`src/inc/rr_sbc_pkg.sv`:
```
// Purpose: shared constants and types for the rotate and subtract datapath
// Assumes: 8-bit operands, AXI4-Lite register access with 32-bit data
// Notes: register layout, flag layout and op codes live here only
// Operation
// - Plain rotate right: bit0 goes to bit7, result to memory, flags kept.
// - Rotate right to accumulator: memory kept, flags kept.
// - Rotate through carry: old carry to bit7, bit0 to carry, result to memory.
// - Rotate through carry to accumulator: old bit0 to carry, memory kept.
// - Subtract with borrow: acc minus operand minus inverted carry into accumulator.
// - Same difference written to memory, accumulator untouched.
// - Carry cleared when the difference is negative, set otherwise.
// - Subtracts update overflow, zero, nibble carry, carry, signed compare, chained zero.
package rr_sbc_pkg;
	localparam int DATA_W = 8;
	localparam int BUS_W = 32;
	localparam int ADDR_W = 8;
	localparam int MEM_AW = 4;

	// Register byte offsets
	localparam logic [ADDR_W-1:0] OFS_ACC = 8'h00;
	localparam logic [ADDR_W-1:0] OFS_FLAGS = 8'h04;
	localparam logic [ADDR_W-1:0] OFS_PTR = 8'h08;
	localparam logic [ADDR_W-1:0] OFS_CMD = 8'h0c;
	localparam logic [ADDR_W-1:0] OFS_MEMDATA = 8'h10;
	localparam logic [ADDR_W-1:0] OFS_STAT = 8'h14;

	// Reset values
	localparam logic [DATA_W-1:0] ACC_RST = 8'h00;
	localparam logic [5:0] FLAGS_RST = 6'h00;
	localparam logic [MEM_AW-1:0] PTR_RST = 4'h0;

	// Bus response codes
	localparam logic [1:0] RESP_OKAY = 2'h0;
	localparam logic [1:0] RESP_SLVERR = 2'h2;

	// Flag word, carry in bit 0 up to chained zero in bit 5
	typedef struct packed {
		logic chained_null_flag;
		logic signed_compare_flag;
		logic signed_range_exceeded_flag;
		logic zero_flag;
		logic nibble_carry_flag;
		logic carry_flag;
	} flags_t;

	typedef enum logic [2:0] {
		op_none = 3'b000,
		op_rotate_right_mem = 3'b001,
		op_rotate_right_to_acc = 3'b010,
		op_rotate_right_thru_carry = 3'b011,
		op_rotate_right_thru_carry_to_acc = 3'b100,
		op_subtract_borrow_to_acc = 3'b101,
		op_subtract_borrow_to_mem = 3'b110,
		op_illegal = 3'b111
	} op_t;

	// What the datapath hands back for one instruction
	typedef struct packed {
		logic [DATA_W-1:0] result;
		flags_t flags;
		logic to_acc;
		logic to_mem;
	} alu_out_t;
endpackage

```
`src/logic/rr_sbc_top.sv`:
```
// Purpose: AXI4-Lite wrapper that runs rotate and subtract ops on data memory
// Assumes: single clock, synchronous active-low reset, one write and one read in flight
// Notes: a command runs in two cycles; writes are refused while one runs
//
// The register offsets and the AXI4-Lite slave port are this design's own decisions.
module rr_sbc_top (
	input wire logic aclk,
	input wire logic aresetn,
	input wire logic awvalid,
	output logic awready,
	input wire logic [rr_sbc_pkg::ADDR_W-1:0] awaddr,
	input wire logic [2:0] awprot,
	input wire logic wvalid,
	output logic wready,
	input wire logic [rr_sbc_pkg::BUS_W-1:0] wdata,
	input wire logic [3:0] wstrb,
	output logic bvalid,
	input wire logic bready,
	output logic [1:0] bresp,
	input wire logic arvalid,
	output logic arready,
	input wire logic [rr_sbc_pkg::ADDR_W-1:0] araddr,
	input wire logic [2:0] arprot,
	output logic rvalid,
	input wire logic rready,
	output logic [rr_sbc_pkg::BUS_W-1:0] rdata,
	output logic [1:0] rresp,
	output logic busy
);
	typedef enum logic [1:0] {
		st_idle = 2'b00,
		st_fetch = 2'b01,
		st_exec = 2'b10
	} state_t;

	// Word-aligned and inside the map
	function automatic logic is_mapped(input logic [rr_sbc_pkg::ADDR_W-1:0] a);
		is_mapped = (a[1:0] == 2'b00) && (a <= rr_sbc_pkg::OFS_STAT);
	endfunction

	// Flag word, read layout and map are laid out for byte operands on a 32-bit bus
	// byte-wide operands
	if (rr_sbc_pkg::DATA_W != 8 || rr_sbc_pkg::BUS_W != 32) begin
		$error("rr_sbc_top: unsupported data or bus width");
	end

	// The pointer is loaded from one data byte and the map must fit the address
	if (rr_sbc_pkg::MEM_AW > rr_sbc_pkg::DATA_W || rr_sbc_pkg::ADDR_W < 5) begin
		$error("rr_sbc_top: unsupported address width");
	end

	// Register state
	state_t st_q;
	state_t st_d;
	rr_sbc_pkg::op_t op_q;
	rr_sbc_pkg::op_t op_d;
	logic [rr_sbc_pkg::DATA_W-1:0] acc_q;
	logic [rr_sbc_pkg::DATA_W-1:0] acc_d;
	rr_sbc_pkg::flags_t flags_q;
	rr_sbc_pkg::flags_t flags_d;
	logic [rr_sbc_pkg::MEM_AW-1:0] ptr_q;
	logic [rr_sbc_pkg::MEM_AW-1:0] ptr_d;

	// Bus state
	logic aw_hold_q;
	logic aw_hold_d;
	logic [rr_sbc_pkg::ADDR_W-1:0] waddr_q;
	logic [rr_sbc_pkg::ADDR_W-1:0] waddr_d;
	logic w_hold_q;
	logic w_hold_d;
	logic [rr_sbc_pkg::BUS_W-1:0] wword_q;
	logic [rr_sbc_pkg::BUS_W-1:0] wword_d;
	logic wlane_q;
	logic wlane_d;
	logic bvalid_q;
	logic bvalid_d;
	logic [1:0] bresp_q;
	logic [1:0] bresp_d;
	logic rvalid_q;
	logic rvalid_d;
	logic [rr_sbc_pkg::BUS_W-1:0] rdata_q;
	logic [rr_sbc_pkg::BUS_W-1:0] rdata_d;
	logic [1:0] rresp_q;
	logic [1:0] rresp_d;

	// Memory and datapath wires
	logic mem_we;
	logic [rr_sbc_pkg::MEM_AW-1:0] mem_waddr;
	logic [rr_sbc_pkg::DATA_W-1:0] mem_wdata;
	logic [rr_sbc_pkg::DATA_W-1:0] mem_rdata;
	rr_sbc_pkg::alu_out_t alu_res;

	// Write commit and op decode helpers
	logic do_write;
	logic wr_ok;
	logic [rr_sbc_pkg::DATA_W-1:0] wbyte;
	rr_sbc_pkg::op_t wr_op;

	rr_sbc_mem #(
		.AW(rr_sbc_pkg::MEM_AW),
		.DW(rr_sbc_pkg::DATA_W)
	) u_mem (
		.aclk(aclk),
		.aresetn(aresetn),
		.we(mem_we),
		.waddr(mem_waddr),
		.wdata(mem_wdata),
		.raddr(ptr_q),
		.rdata(mem_rdata)
	);

	rr_sbc_alu u_alu (
		.op(op_q),
		.acc(acc_q),
		.operand(mem_rdata),
		.flags_in(flags_q),
		.res(alu_res)
	);

	// Handshake outputs: take each channel once, hold until committed
	// Only one read is outstanding, so arready just follows the empty answer slot
	assign awready = !aw_hold_q;
	assign wready = !w_hold_q;
	assign arready = !rvalid_q;
	assign bvalid = bvalid_q;
	assign bresp = bresp_q;
	assign rvalid = rvalid_q;
	assign rdata = rdata_q;
	assign rresp = rresp_q;
	assign busy = (st_q != st_idle);

	// Commit once both halves are held and the last response is gone
	always_comb begin
		do_write = aw_hold_q && w_hold_q && !bvalid_q;
		wbyte = wword_q[rr_sbc_pkg::DATA_W-1:0];
		wr_op = rr_sbc_pkg::op_t'(wword_q[2:0]);
		// Writes during a command would race the datapath, so refuse them
		wr_ok = is_mapped(waddr_q) && (st_q == st_idle) && (waddr_q != rr_sbc_pkg::OFS_STAT);
		if (waddr_q == rr_sbc_pkg::OFS_CMD && wlane_q && wr_op == rr_sbc_pkg::op_illegal) begin
			wr_ok = 1'b0;
		end
	end

	// Memory write port: bus writes while idle, results in exec
	// Bus writes are refused while busy, so the two users never collide
	always_comb begin
		mem_we = 1'b0;
		mem_waddr = ptr_q;
		mem_wdata = wbyte;
		if (st_q == st_exec) begin
			mem_we = alu_res.to_mem;
			mem_wdata = alu_res.result;
		end else if (do_write && wr_ok && wlane_q && waddr_q == rr_sbc_pkg::OFS_MEMDATA) begin
			mem_we = 1'b1;
		end
	end

	// Write channel next state
	always_comb begin
		aw_hold_d = aw_hold_q;
		waddr_d = waddr_q;
		w_hold_d = w_hold_q;
		wword_d = wword_q;
		wlane_d = wlane_q;
		bvalid_d = bvalid_q;
		bresp_d = bresp_q;
		if (awvalid && !aw_hold_q) begin
			aw_hold_d = 1'b1;
			waddr_d = awaddr;
		end
		if (wvalid && !w_hold_q) begin
			w_hold_d = 1'b1;
			wword_d = wdata;
			wlane_d = wstrb[0];
		end
		if (bvalid_q && bready) begin
			bvalid_d = 1'b0;
		end
		if (do_write) begin
			aw_hold_d = 1'b0;
			w_hold_d = 1'b0;
			bvalid_d = 1'b1;
			bresp_d = wr_ok ? rr_sbc_pkg::RESP_OKAY : rr_sbc_pkg::RESP_SLVERR;
		end
	end

	// Read channel next state, answered the cycle after address
	// Memory data come from the registered port and lag a pointer write by one cycle
	always_comb begin
		rvalid_d = rvalid_q;
		rdata_d = rdata_q;
		rresp_d = rresp_q;
		if (rvalid_q && rready) begin
			rvalid_d = 1'b0;
		end
		if (arvalid && !rvalid_q) begin
			rvalid_d = 1'b1;
			rresp_d = is_mapped(araddr) ? rr_sbc_pkg::RESP_OKAY : rr_sbc_pkg::RESP_SLVERR;
			rdata_d = '0;
			unique case (araddr)
				rr_sbc_pkg::OFS_ACC: rdata_d[rr_sbc_pkg::DATA_W-1:0] = acc_q;
				rr_sbc_pkg::OFS_FLAGS: rdata_d[5:0] = flags_q;
				rr_sbc_pkg::OFS_PTR: rdata_d[rr_sbc_pkg::MEM_AW-1:0] = ptr_q;
				rr_sbc_pkg::OFS_CMD: rdata_d[2:0] = op_q;
				rr_sbc_pkg::OFS_MEMDATA: rdata_d[rr_sbc_pkg::DATA_W-1:0] = mem_rdata;
				rr_sbc_pkg::OFS_STAT: rdata_d[3:0] = {op_q, busy};
				default: rdata_d = '0;
			endcase
		end
	end

	// Sequencer and architectural registers
	// Exec overwrites the whole flag word; untouched flags pass through the datapath
	always_comb begin
		st_d = st_q;
		op_d = op_q;
		acc_d = acc_q;
		flags_d = flags_q;
		ptr_d = ptr_q;
		unique case (st_q)
			st_idle: begin
				if (do_write && wr_ok && wlane_q) begin
					unique case (waddr_q)
						rr_sbc_pkg::OFS_ACC: acc_d = wbyte;
						rr_sbc_pkg::OFS_FLAGS: flags_d = wbyte[5:0];
						rr_sbc_pkg::OFS_PTR: ptr_d = wbyte[rr_sbc_pkg::MEM_AW-1:0];
						rr_sbc_pkg::OFS_CMD: begin
							op_d = wr_op;
							// A no-op code only records itself
							if (wr_op != rr_sbc_pkg::op_none) begin
								st_d = st_fetch;
							end
						end
						default: st_d = st_q;
					endcase
				end
			end
			// Read register needs one cycle for the pointer
			st_fetch: st_d = st_exec;
			st_exec: begin
				if (alu_res.to_acc) begin
					acc_d = alu_res.result;
				end
				flags_d = alu_res.flags;
				st_d = st_idle;
			end
			default: st_d = st_idle;
		endcase
	end

	// Sequencer registers; synchronous reset
	always_ff @(posedge aclk) begin
		if (!aresetn) begin
			st_q <= st_idle;
			op_q <= rr_sbc_pkg::op_none;
			acc_q <= rr_sbc_pkg::ACC_RST;
			flags_q <= rr_sbc_pkg::FLAGS_RST;
			ptr_q <= rr_sbc_pkg::PTR_RST;
		end else begin
			st_q <= st_d;
			op_q <= op_d;
			acc_q <= acc_d;
			flags_q <= flags_d;
			ptr_q <= ptr_d;
		end
	end

	// Write channel registers
	always_ff @(posedge aclk) begin
		if (!aresetn) begin
			aw_hold_q <= 1'b0;
			waddr_q <= '0;
			w_hold_q <= 1'b0;
			wword_q <= '0;
			wlane_q <= 1'b0;
			bvalid_q <= 1'b0;
			bresp_q <= rr_sbc_pkg::RESP_OKAY;
		end else begin
			aw_hold_q <= aw_hold_d;
			waddr_q <= waddr_d;
			w_hold_q <= w_hold_d;
			wword_q <= wword_d;
			wlane_q <= wlane_d;
			bvalid_q <= bvalid_d;
			bresp_q <= bresp_d;
		end
	end

	// Read channel registers
	always_ff @(posedge aclk) begin
		if (!aresetn) begin
			rvalid_q <= 1'b0;
			rdata_q <= '0;
			rresp_q <= rr_sbc_pkg::RESP_OKAY;
		end else begin
			rvalid_q <= rvalid_d;
			rdata_q <= rdata_d;
			rresp_q <= rresp_d;
		end
	end
endmodule

```
`src/logic/rr_sbc_mem.sv`:
```
// Purpose: small data memory holding the operands
// Assumes: one write port and one read port on the same clock
// Notes: read data come from a register, one cycle after the address
module rr_sbc_mem #(
	parameter int AW = 4,
	parameter int DW = 8
) (
	input wire logic aclk,
	input wire logic aresetn,
	input wire logic we,
	input wire logic [AW-1:0] waddr,
	input wire logic [DW-1:0] wdata,
	input wire logic [AW-1:0] raddr,
	output logic [DW-1:0] rdata
);
	logic [DW-1:0] store_q [2**AW];
	logic [DW-1:0] rdata_q;
	logic [DW-1:0] rdata_d;

	// Elaboration check: the store is a flat array, so keep it to a sane depth
	if (AW < 1 || AW > 12 || DW < 1) begin
		$error("rr_sbc_mem: unsupported size");
	end

	// Read first: a write shows on the read port one cycle later
	always_comb begin
		rdata_d = store_q[raddr];
	end

	// Contents carry no reset, only the read register does
	always_ff @(posedge aclk) begin
		if (we) begin
			store_q[waddr] <= wdata;
		end
		if (!aresetn) begin
			rdata_q <= '0;
		end else begin
			rdata_q <= rdata_d;
		end
	end

	assign rdata = rdata_q;
endmodule

```
`src/logic/rr_sbc_alu.sv`:
```
// Purpose: combinational rotate right and subtract with borrow
// Assumes: op code already checked by the caller
// Notes: flags not touched by an op pass through unchanged
module rr_sbc_alu (
	input wire rr_sbc_pkg::op_t op,
	input wire logic [rr_sbc_pkg::DATA_W-1:0] acc,
	input wire logic [rr_sbc_pkg::DATA_W-1:0] operand,
	input wire rr_sbc_pkg::flags_t flags_in,
	output rr_sbc_pkg::alu_out_t res
);
	// Add two nibbles and a carry, five bits back
	function automatic logic [4:0] nib_add(input logic [3:0] a, input logic [3:0] b,
			input logic ci);
		nib_add = {1'b0, a} + {1'b0, b} + {4'h0, ci};
	endfunction

	logic [4:0] lo;
	logic [4:0] hi;
	logic [7:0] diff;
	logic ovf;

	always_comb begin
		lo = nib_add(acc[3:0], ~operand[3:0], flags_in.carry_flag);
		hi = nib_add(acc[7:4], ~operand[7:4], lo[4]);
		diff = {hi[3:0], lo[3:0]};
		ovf = (acc[7] != operand[7]) && (diff[7] != acc[7]);
	end

	always_comb begin
		res.flags = flags_in;
		res.result = operand;
		res.to_acc = 1'b0;
		res.to_mem = 1'b0;
		unique case (op)
			rr_sbc_pkg::op_rotate_right_mem: begin
				res.result = {operand[0], operand[7:1]};
				res.to_mem = 1'b1;
			end
			rr_sbc_pkg::op_rotate_right_to_acc: begin
				res.result = {operand[0], operand[7:1]};
				res.to_acc = 1'b1;
			end
			rr_sbc_pkg::op_rotate_right_thru_carry: begin
				res.result = {flags_in.carry_flag, operand[7:1]};
				res.flags.carry_flag = operand[0];
				res.to_mem = 1'b1;
			end
			rr_sbc_pkg::op_rotate_right_thru_carry_to_acc: begin
				res.result = {flags_in.carry_flag, operand[7:1]};
				res.flags.carry_flag = operand[0];
				res.to_acc = 1'b1;
			end
			rr_sbc_pkg::op_subtract_borrow_to_acc,
			rr_sbc_pkg::op_subtract_borrow_to_mem: begin
				res.result = diff;
				res.to_acc = (op == rr_sbc_pkg::op_subtract_borrow_to_acc);
				res.to_mem = (op == rr_sbc_pkg::op_subtract_borrow_to_mem);
				res.flags.carry_flag = hi[4];
				res.flags.nibble_carry_flag = lo[4];
				res.flags.zero_flag = (diff == 8'h00);
				res.flags.signed_range_exceeded_flag = ovf;
				res.flags.signed_compare_flag = ovf ^ diff[7];
				res.flags.chained_null_flag = (diff == 8'h00) && flags_in.zero_flag;
			end
			default: begin
				res.result = operand;
			end
		endcase
	end
endmodule

```
`config.mk`:
```
export PLATFORM = sky130hd
export DESIGN_NAME = rr_sbc_top
export DESIGN_NICKNAME = d
export VERILOG_FILES = /design/src/inc/rr_sbc_pkg.sv /design/src/logic/rr_sbc_top.sv /design/src/logic/rr_sbc_mem.sv /design/src/logic/rr_sbc_alu.sv
export SDC_FILE = /design/constraint.sdc
export NUM_CORES = 1
export LEC_CHECK = 0
export BUFFER_PORTS_ARGS = -buffer_cell sky130_fd_sc_hd__buf_4
export CAP_MARGIN = 20
export CORE_ASPECT_RATIO = 0.5
export CORE_MARGIN = 2
export CORE_UTILIZATION = 50
export DETAILED_ROUTE_END_ITERATION = 8
export PLACE_DENSITY = 0.7
export SYNTH_ARGS = -nofsm -noshare
export SYNTH_HDL_FRONTEND = slang
export SYNTH_HIERARCHICAL = 1
export SYNTH_SLANG_ARGS = --single-unit
export TNS_END_PERCENT = 1
```
`constraint.sdc`:
```
create_clock -name aclk -period 4.4 [get_ports aclk]
set_input_delay 0.66 -clock aclk [delete_from_list [all_inputs] [get_ports aclk]]
set_output_delay 0.66 -clock aclk [all_outputs]
set_load 0.01 [all_outputs]
```
==> results of run 1 <==
placed cells by master (no fill, tap or decap), types with 7 or more instances in the layout:
| master | synthesis | routed |
|---|---|---|
| edfxtp_1 | 128 | 128 |
| nand2_1 | 94 | 94 |
| buf_4 | 28 | 64 |
| dfxtp_1 | 62 | 61 |
| mux2i_1 | 57 | 57 |
| nor2_1 | 33 | 33 |
| conb_1 | 1 | 26 |
| nor2b_1 | 25 | 25 |
| inv_1 | 22 | 22 |
| o21ai_0 | 21 | 21 |
| mux4_1 | 18 | 18 |
| clkbuf_16 | 0 | 17 |
| a21boi_0 | 14 | 14 |
| nand2b_1 | 8 | 8 |
| a21oi_1 | 8 | 8 |
| nand3_1 | 7 | 7 |
| o211a_1 | 7 | 7 |
| mux4_2 | 7 | 7 |
| o22ai_1 | 7 | 7 |
| a22oi_1 | 7 | 7 |
| nor3_1 | 7 | 7 |
state kept, by name (all words and copies together), names as in the netlist:
| name | cells |
|---|---|
| bvalid | 1 |
| waddr_q | 8 |
| rvalid | 1 |
| bresp | 1 |
| wlane_q | 1 |
| rdata | 8 |
| flags_q | 6 |
| u_mem/rdata | 8 |
| wword_q | 8 |
| st_q | 2 |
| aw_hold_q | 1 |
| w_hold_q | 1 |
| acc_q | 8 |
| rresp | 1 |
| u_mem/store_q | 128 |
| mem_waddr | 4 |
| op_q | 3 |
critical path: cells and delay by family, from the launching register on:
family                   cells  cell delay (ps)
AO/OA/AOI/OAI                7             1330
AND/OR/NAND/NOR              3              430
adder cells (fa/ha/maj)      4             1340
buffers and inverters        4              410
flip-flops                   1              370
power groups by stage:
stage | clock (mW) | combinational, mW | sequential [mW]
2_1_floorplan | 0 | 0.118 | 1.97
3_3_place_gp | 0 | 0.155 | 1.98
3_5_place_dp | 0 | 0.160 | 1.98
4_1_cts | 1.50 | 0.161 | 1.94
5_1_grt | 1.57 | 0.180 | 1.94
6_report | 1.48 | 0.160 | 1.94
per-layer routing:
metal	wire length [um]	track usage, %	part of all wire (%)	up-vias
met3	1180	3.99	6.3	38
met4	484	8.40	2.6	0
met1	8410	28.6	45	2757
li1	-	-	-	2610
met5	0	0	0	-
met2	8530	31.3	46	223
worst min-delay path by stage:
stage / from / end / slack (ps) / cells after the start
after global placement: st_q[1] / st_q[1] / 450 / 1
after floorplan: st_q[1] / st_q[1] / 430 / 1
final: awvalid / aw_hold_q / 450 / 3
after CTS: awvalid / aw_hold_q / 420 / 3
after global routing: wvalid / w_hold_q / 450 / 3
after detailed placement: rdata[4] / rdata[4] / 460 / 2
through the flow:
| stage | util, % | cells | area [um2] |
|---|---|---|---|
| 3_5_place_dp | 53.6 | 953 | 9300 |
| 3_3_place_gp | 53.6 | 953 | 9300 |
| 5_1_grt | 56.9 | 985 | 9870 |
| 6_report | 56.9 | 985 | 9870 |
| 2_1_floorplan | - | 715 | 8950 |
| 4_1_cts | 56.9 | 985 | 9870 |
cell type report:
class	instances	area share (%)
multi-input combinational	442	34.0
sequential	190	51.5
clock buffer	18	4.35
tap	234	2.97
inverter	23	0.874
clock inverter	14	1.42
timing repair buffer	64	4.87
cell families after synthesis:
group                    Yosys count
adder cells (fa/ha/maj)           11
AND/OR/NAND/NOR                  210
XOR/XNOR                           5
buffers and inverters             83
other                              1
multiplexers                      84
AO/OA/AOI/OAI                    106
flip-flops                       190
==> flow_summary.json, run 1 <==
{
  "worstSetupEndpointType": "flip-flop",
  "area_growth_pct": 11.5,
  "cts-resized-gates": 0,
  "ir_drop_mv": 0.227,
  "critPathMaxStageDelay_ps": 500,
  "status": "complete, no violations",
  "regArea_um2": 5090,
  "finalWorstSetupSlack_ps": 330,
  "cts_setup_buffers": 0,
  "fp.dieH_um": 98.1,
  "grt-ovfl-total": 0,
  "worstReg2RegStart": "flags_q[0]",
  "via_per_inst": 5.71,
  "cts_tree": "yes",
  "synth.area.mux_share_pct": 13.8,
  "synth_edf_count": 128,
  "gp_routability_congestion": 0.927,
  "dr.pass1.iters": 5,
  "clock_latency_ps": 430,
  "synthArstFlopShare_pct": 0,
  "die_width_um": 192,
  "worstPathCellList": "inv_1 -> fa_1 -> inv_1 -> fa_1 -> a21o_1 -> a21oi_1 -> fa_1 -> inv_1 -> a21o_1 -> a21oi_1 -> fa_1 -> or2b_1 -> a311oi_1 -> a31oi_1 -> a21oi_1 -> nand2_1 -> nand2_1 -> buf_4",
  "multi_input_area_um2": 3360,
  "drc_errors": 0,
  "antenna_found_initial": 0,
  "grtUsageTotal_pct": 20.4,
  "cts-root-buf": "clkbuf_16",
  "cts_sinks": 190,
  "fmax_ghz": 0.246,
  "synth_top_family_by_area": "multiplexers",
  "clkTransAtPathRegs_ps": 70,
  "grt_pass1_wl_um": 29000,
  "swShare_pct": 23.5,
  "via_count": 5628,
  "maxCapViolCount": 0,
  "yosys.area.top_type": "edfxtp_1",
  "htree_levels": 4,
  "fin_tns_setup_ps": 0,
  "yosys-top-cells-count": "edfxtp_1, nand2_1, dfxtp_1",
  "cts_buffers": 17,
  "place_ws_ps": 430,
  "avgSynthCellArea_um2": 12.8,
  "io_buffers": 47,
  "worstPathRequired_ps": 4660,
  "p_leak_nw": 3.60,
  "routed_wl_um": 18600,
  "synth.most_common_cell": "edfxtp_1",
  "path_class": "flip-flop to flip-flop",
  "core_area_um2": 17400,
  "grt_max_degree": 67,
  "synth.distinct_cells": 68,
  "timing.rr.end": "u_mem/store_q[14][7]",
  "regToRegSetupSlack_ps": 330,
  "arrival_ps": 4330,
  "crit_end": "u_mem/store_q[14][7]",
  "synth.area.top_cells": "edfxtp_1, dfxtp_1, mux2i_1",
  "hold_viol": 0,
  "post-route-period-util_pct": 92.5,
  "wire_per_inst_um": 18.9,
  "yosysWarningCount": 6,
  "crit_fanout": 16,
  "seq_power_share_pct": 54.2,
  "cts_hold_buf": 0,
  "nets": 814,
  "p_clk_share_pct": 41.3,
  "p_per_area_nw_per_um2": 362,
  "hpwlAfterDp_um": 12500,
  "startpoint": "flags_q[0]",
  "maxSlewViolCount": 0,
  "fin_crit_ps": 4070,
  "startpoint_type": "flip-flop",
  "die-area_um2": 18900,
  "ys_seq_elements": 190,
  "placementRows": 34,
  "fill_cells": 1360,
  "clock_path_buffers": 2,
  "ys.flop_type": "edfxtp_1",
  "synthSimpleGateAreaFrac_pct": 11.7,
  "combPwrFrac_pct": 4.5,
  "holdWs_ps": 445,
  "p_switching_mw": 0.841,
  "synth_fa_ha_area_share_pct": 1.98,
  "diodes": 0,
  "grt_pass1_vias": 5329,
  "yosysSeqAreaShare_pct": 57.4,
  "drt_iter0_drc": 583,
  "reg2regPathDepth": 18,
  "final-setup-viol-count": 0,
  "p_int_mw": 2.74,
  "slew-limit-headroom_pct": 38.1,
  "skew_ps": 12.6,
  "synth_compound_area_share_pct": 8.80,
  "initial_core_util_pct": 51.0,
  "rsz0062_at_grt": "no",
  "hp-class": "input port to flip-flop",
  "drive_above_1_share_pct": 15.7,
  "synth-xor-area-share_pct": 0.494,
  "synth_area_um2": 8860,
  "tightestPinTransition_ps": 929,
  "antenna_left": 0,
  "postSynthCellCount": 690,
  "crit_top_cell": "fa_1",
  "cp_slowest_cell": "fa_1",
  "report.power.total_mw": 3.58,
  "synth.top_cell.area_share_pct": 43.4,
  "ios": 107
}
Note: power is estimated with default switching activity, not from simulation.
==> inputs of run 2 (changes only) <==
==> constraint.sdc (replaced) <==
create_clock -name aclk -period 4.4 [get_ports aclk]
set_input_delay 0.88 -clock aclk [delete_from_list [all_inputs] [get_ports aclk]]
set_output_delay 0.88 -clock aclk [all_outputs]
set_load 0.01 [all_outputs]
==> flow_summary.json, run 2 (synthesized netlist as in run 1, its figures left out) <==
{
  "fin_cells": 986,
  "hpwlAfterDp_um": 12100,
  "clkTransAtPathRegs_ps": 70,
  "layout_commonest_cell": "edfxtp_1",
  "worstReg2RegStart": "u_mem/rdata[0]",
  "nets": 815,
  "cts_setup_buffers": 0,
  "via_count": 5563,
  "gp_routability_congestion": 0.926,
  "ios": 107,
  "fp.dieH_um": 98.1,
  "area_growth_pct": 11.8,
  "path_class": "flip-flop to flip-flop",
  "largest_register_ffs": 128,
  "dpl.cell_count": 954,
  "core_area_um2": 17400,
  "io_buffers": 47,
  "grt-ovfl-total": 0,
  "fmax_ghz": 0.249,
  "fill_cells": 1341,
  "htree_levels": 4,
  "post-route-period-util_pct": 91.1,
  "dr.pass1.iters": 5,
  "via_per_inst": 5.64,
  "cts_tree": "yes",
  "drt_iter0_drc": 535,
  "dpl_cell_area_um2": 9310,
  "die_width_um": 192,
  "placementRows": 34,
  "diodes": 0,
  "routed_wl_um": 18300,
  "fin_crit_ps": 4010,
  "whs_path_depth": 2,
  "final_cell_mix": "edfxtp_1, nand2_1, buf_4",
  "ir_drop_mv": 0.217,
  "grtUsageTotal_pct": 20.2,
  "antenna_found_initial": 0,
  "tightestPinTransition_ps": 927,
  "wire_per_inst_um": 18.5,
  "cts_buffers": 17,
  "cts_hold_buf": 0,
  "cts-resized-gates": 0,
  "p_leak_nw": 3.61,
  "cts-root-buf": "clkbuf_16",
  "crit_fanout": 16,
  "final_area_um2": 9900,
  "report.power.total_mw": 3.60,
  "hp-class": "flip-flop to flip-flop",
  "maxSlewViolCount": 0,
  "cts_sinks": 190,
  "antenna_left": 0,
  "worstPathRequired_ps": 4660,
  "p_per_area_nw_per_um2": 364,
  "worstHoldStart": "rdata[4]",
  "grt_pass1_wl_um": 28600,
  "fin_tns_setup_ps": 0,
  "clock_path_buffers": 2,
  "worstSetupEndpointType": "flip-flop",
  "die-area_um2": 18900,
  "hold_viol": 0,
  "grt_max_degree": 67,
  "whs_endpoint": "rdata[4]",
  "rsz0062_at_grt": "no",
  "skew_ps": 13.1,
  "holdWs_ps": 464,
  "status": "complete, no violations",
  "regMostFlops": "u_mem/store_q",
  "arrival_ps": 4270,
  "startpoint_type": "flip-flop",
  "maxCapViolCount": 0,
  "initial_core_util_pct": 51.0,
  "reg2regPathDepth": 17,
  "clock_latency_ps": 430,
  "final-setup-viol-count": 0,
  "slew-limit-headroom_pct": 38.2,
  "drive_above_1_share_pct": 15.8,
  "regToRegSetupSlack_ps": 390,
  "timing.rr.end": "u_mem/store_q[2][7]",
  "grt_pass1_vias": 5281,
  "drc_errors": 0
}
run 2: cell types whose count changed in the layout (fill, tap and decap cells not counted):
cell	before	now
buf_4	64	65
clkinv_2	1	0
clkinv_4	3	1
clkinv_8	1	3
inv_6	2	4
inv_8	6	5
run 2: final cells by class:
type	instances	area, um2	share of cell area [%]
clock buffers	18	429	4.34
clock inverters	14	156	1.58
inverters	23	86.3	0.872
multi-input cells	442	3360	33.9
flip-flops and latches	190	5090	51.4
well taps	234	293	2.96
repair buffers	65	488	4.93
run 2: per-layer routing:
metal,routed length [um],GRT usage [%]
met2,8150,31.0
met5,0,0
met4,462,7.69
met1,8560,29.0
met3,1100,3.70
run 2: how the worst max path moves through the flow:
stage                        start                    to  depth (start not counted)
floorplan           u_mem/rdata[0]              acc_q[7]                         18
global placement    u_mem/rdata[0]   u_mem/store_q[4][7]                         17
detailed placement  u_mem/rdata[0]  u_mem/store_q[13][7]                         17
CTS                 u_mem/rdata[0]   u_mem/store_q[6][7]                         17
global route        u_mem/rdata[0]   u_mem/store_q[2][7]                         17
finish              u_mem/rdata[0]   u_mem/store_q[2][7]                         17
run 2: critical path: stages, from the launching register on:
cell and delay (ps):
dfxtp_1 440, fa_1 220, inv_1 60, fa_1 400
a21o_1 200, a21oi_1 220, fa_1 250, inv_1 50
a21o_1 160, a21oi_1 180, fa_1 500, or2b_1 270
a311oi_1 270, a31oi_1 70, a21oi_1 160, nand2_1 80
nand2_1 90, buf_4 220
run 2: report_power, final:
group	internal, mW	switching, mW	total, mW
clock network	0.765	0.735	1.50
logic	0.0623	0.0975	0.160
registers	1.92	0.0201	1.94
total	2.75	0.853	3.60
run 2: metrics by stage:
stage	util [%]	setup slack (ps)
after CTS	57.0	406
after detailed placement	53.6	447
after global placement	53.6	526
after global routing	57.0	22.8
after floorplan	-	766
final	57.0	390
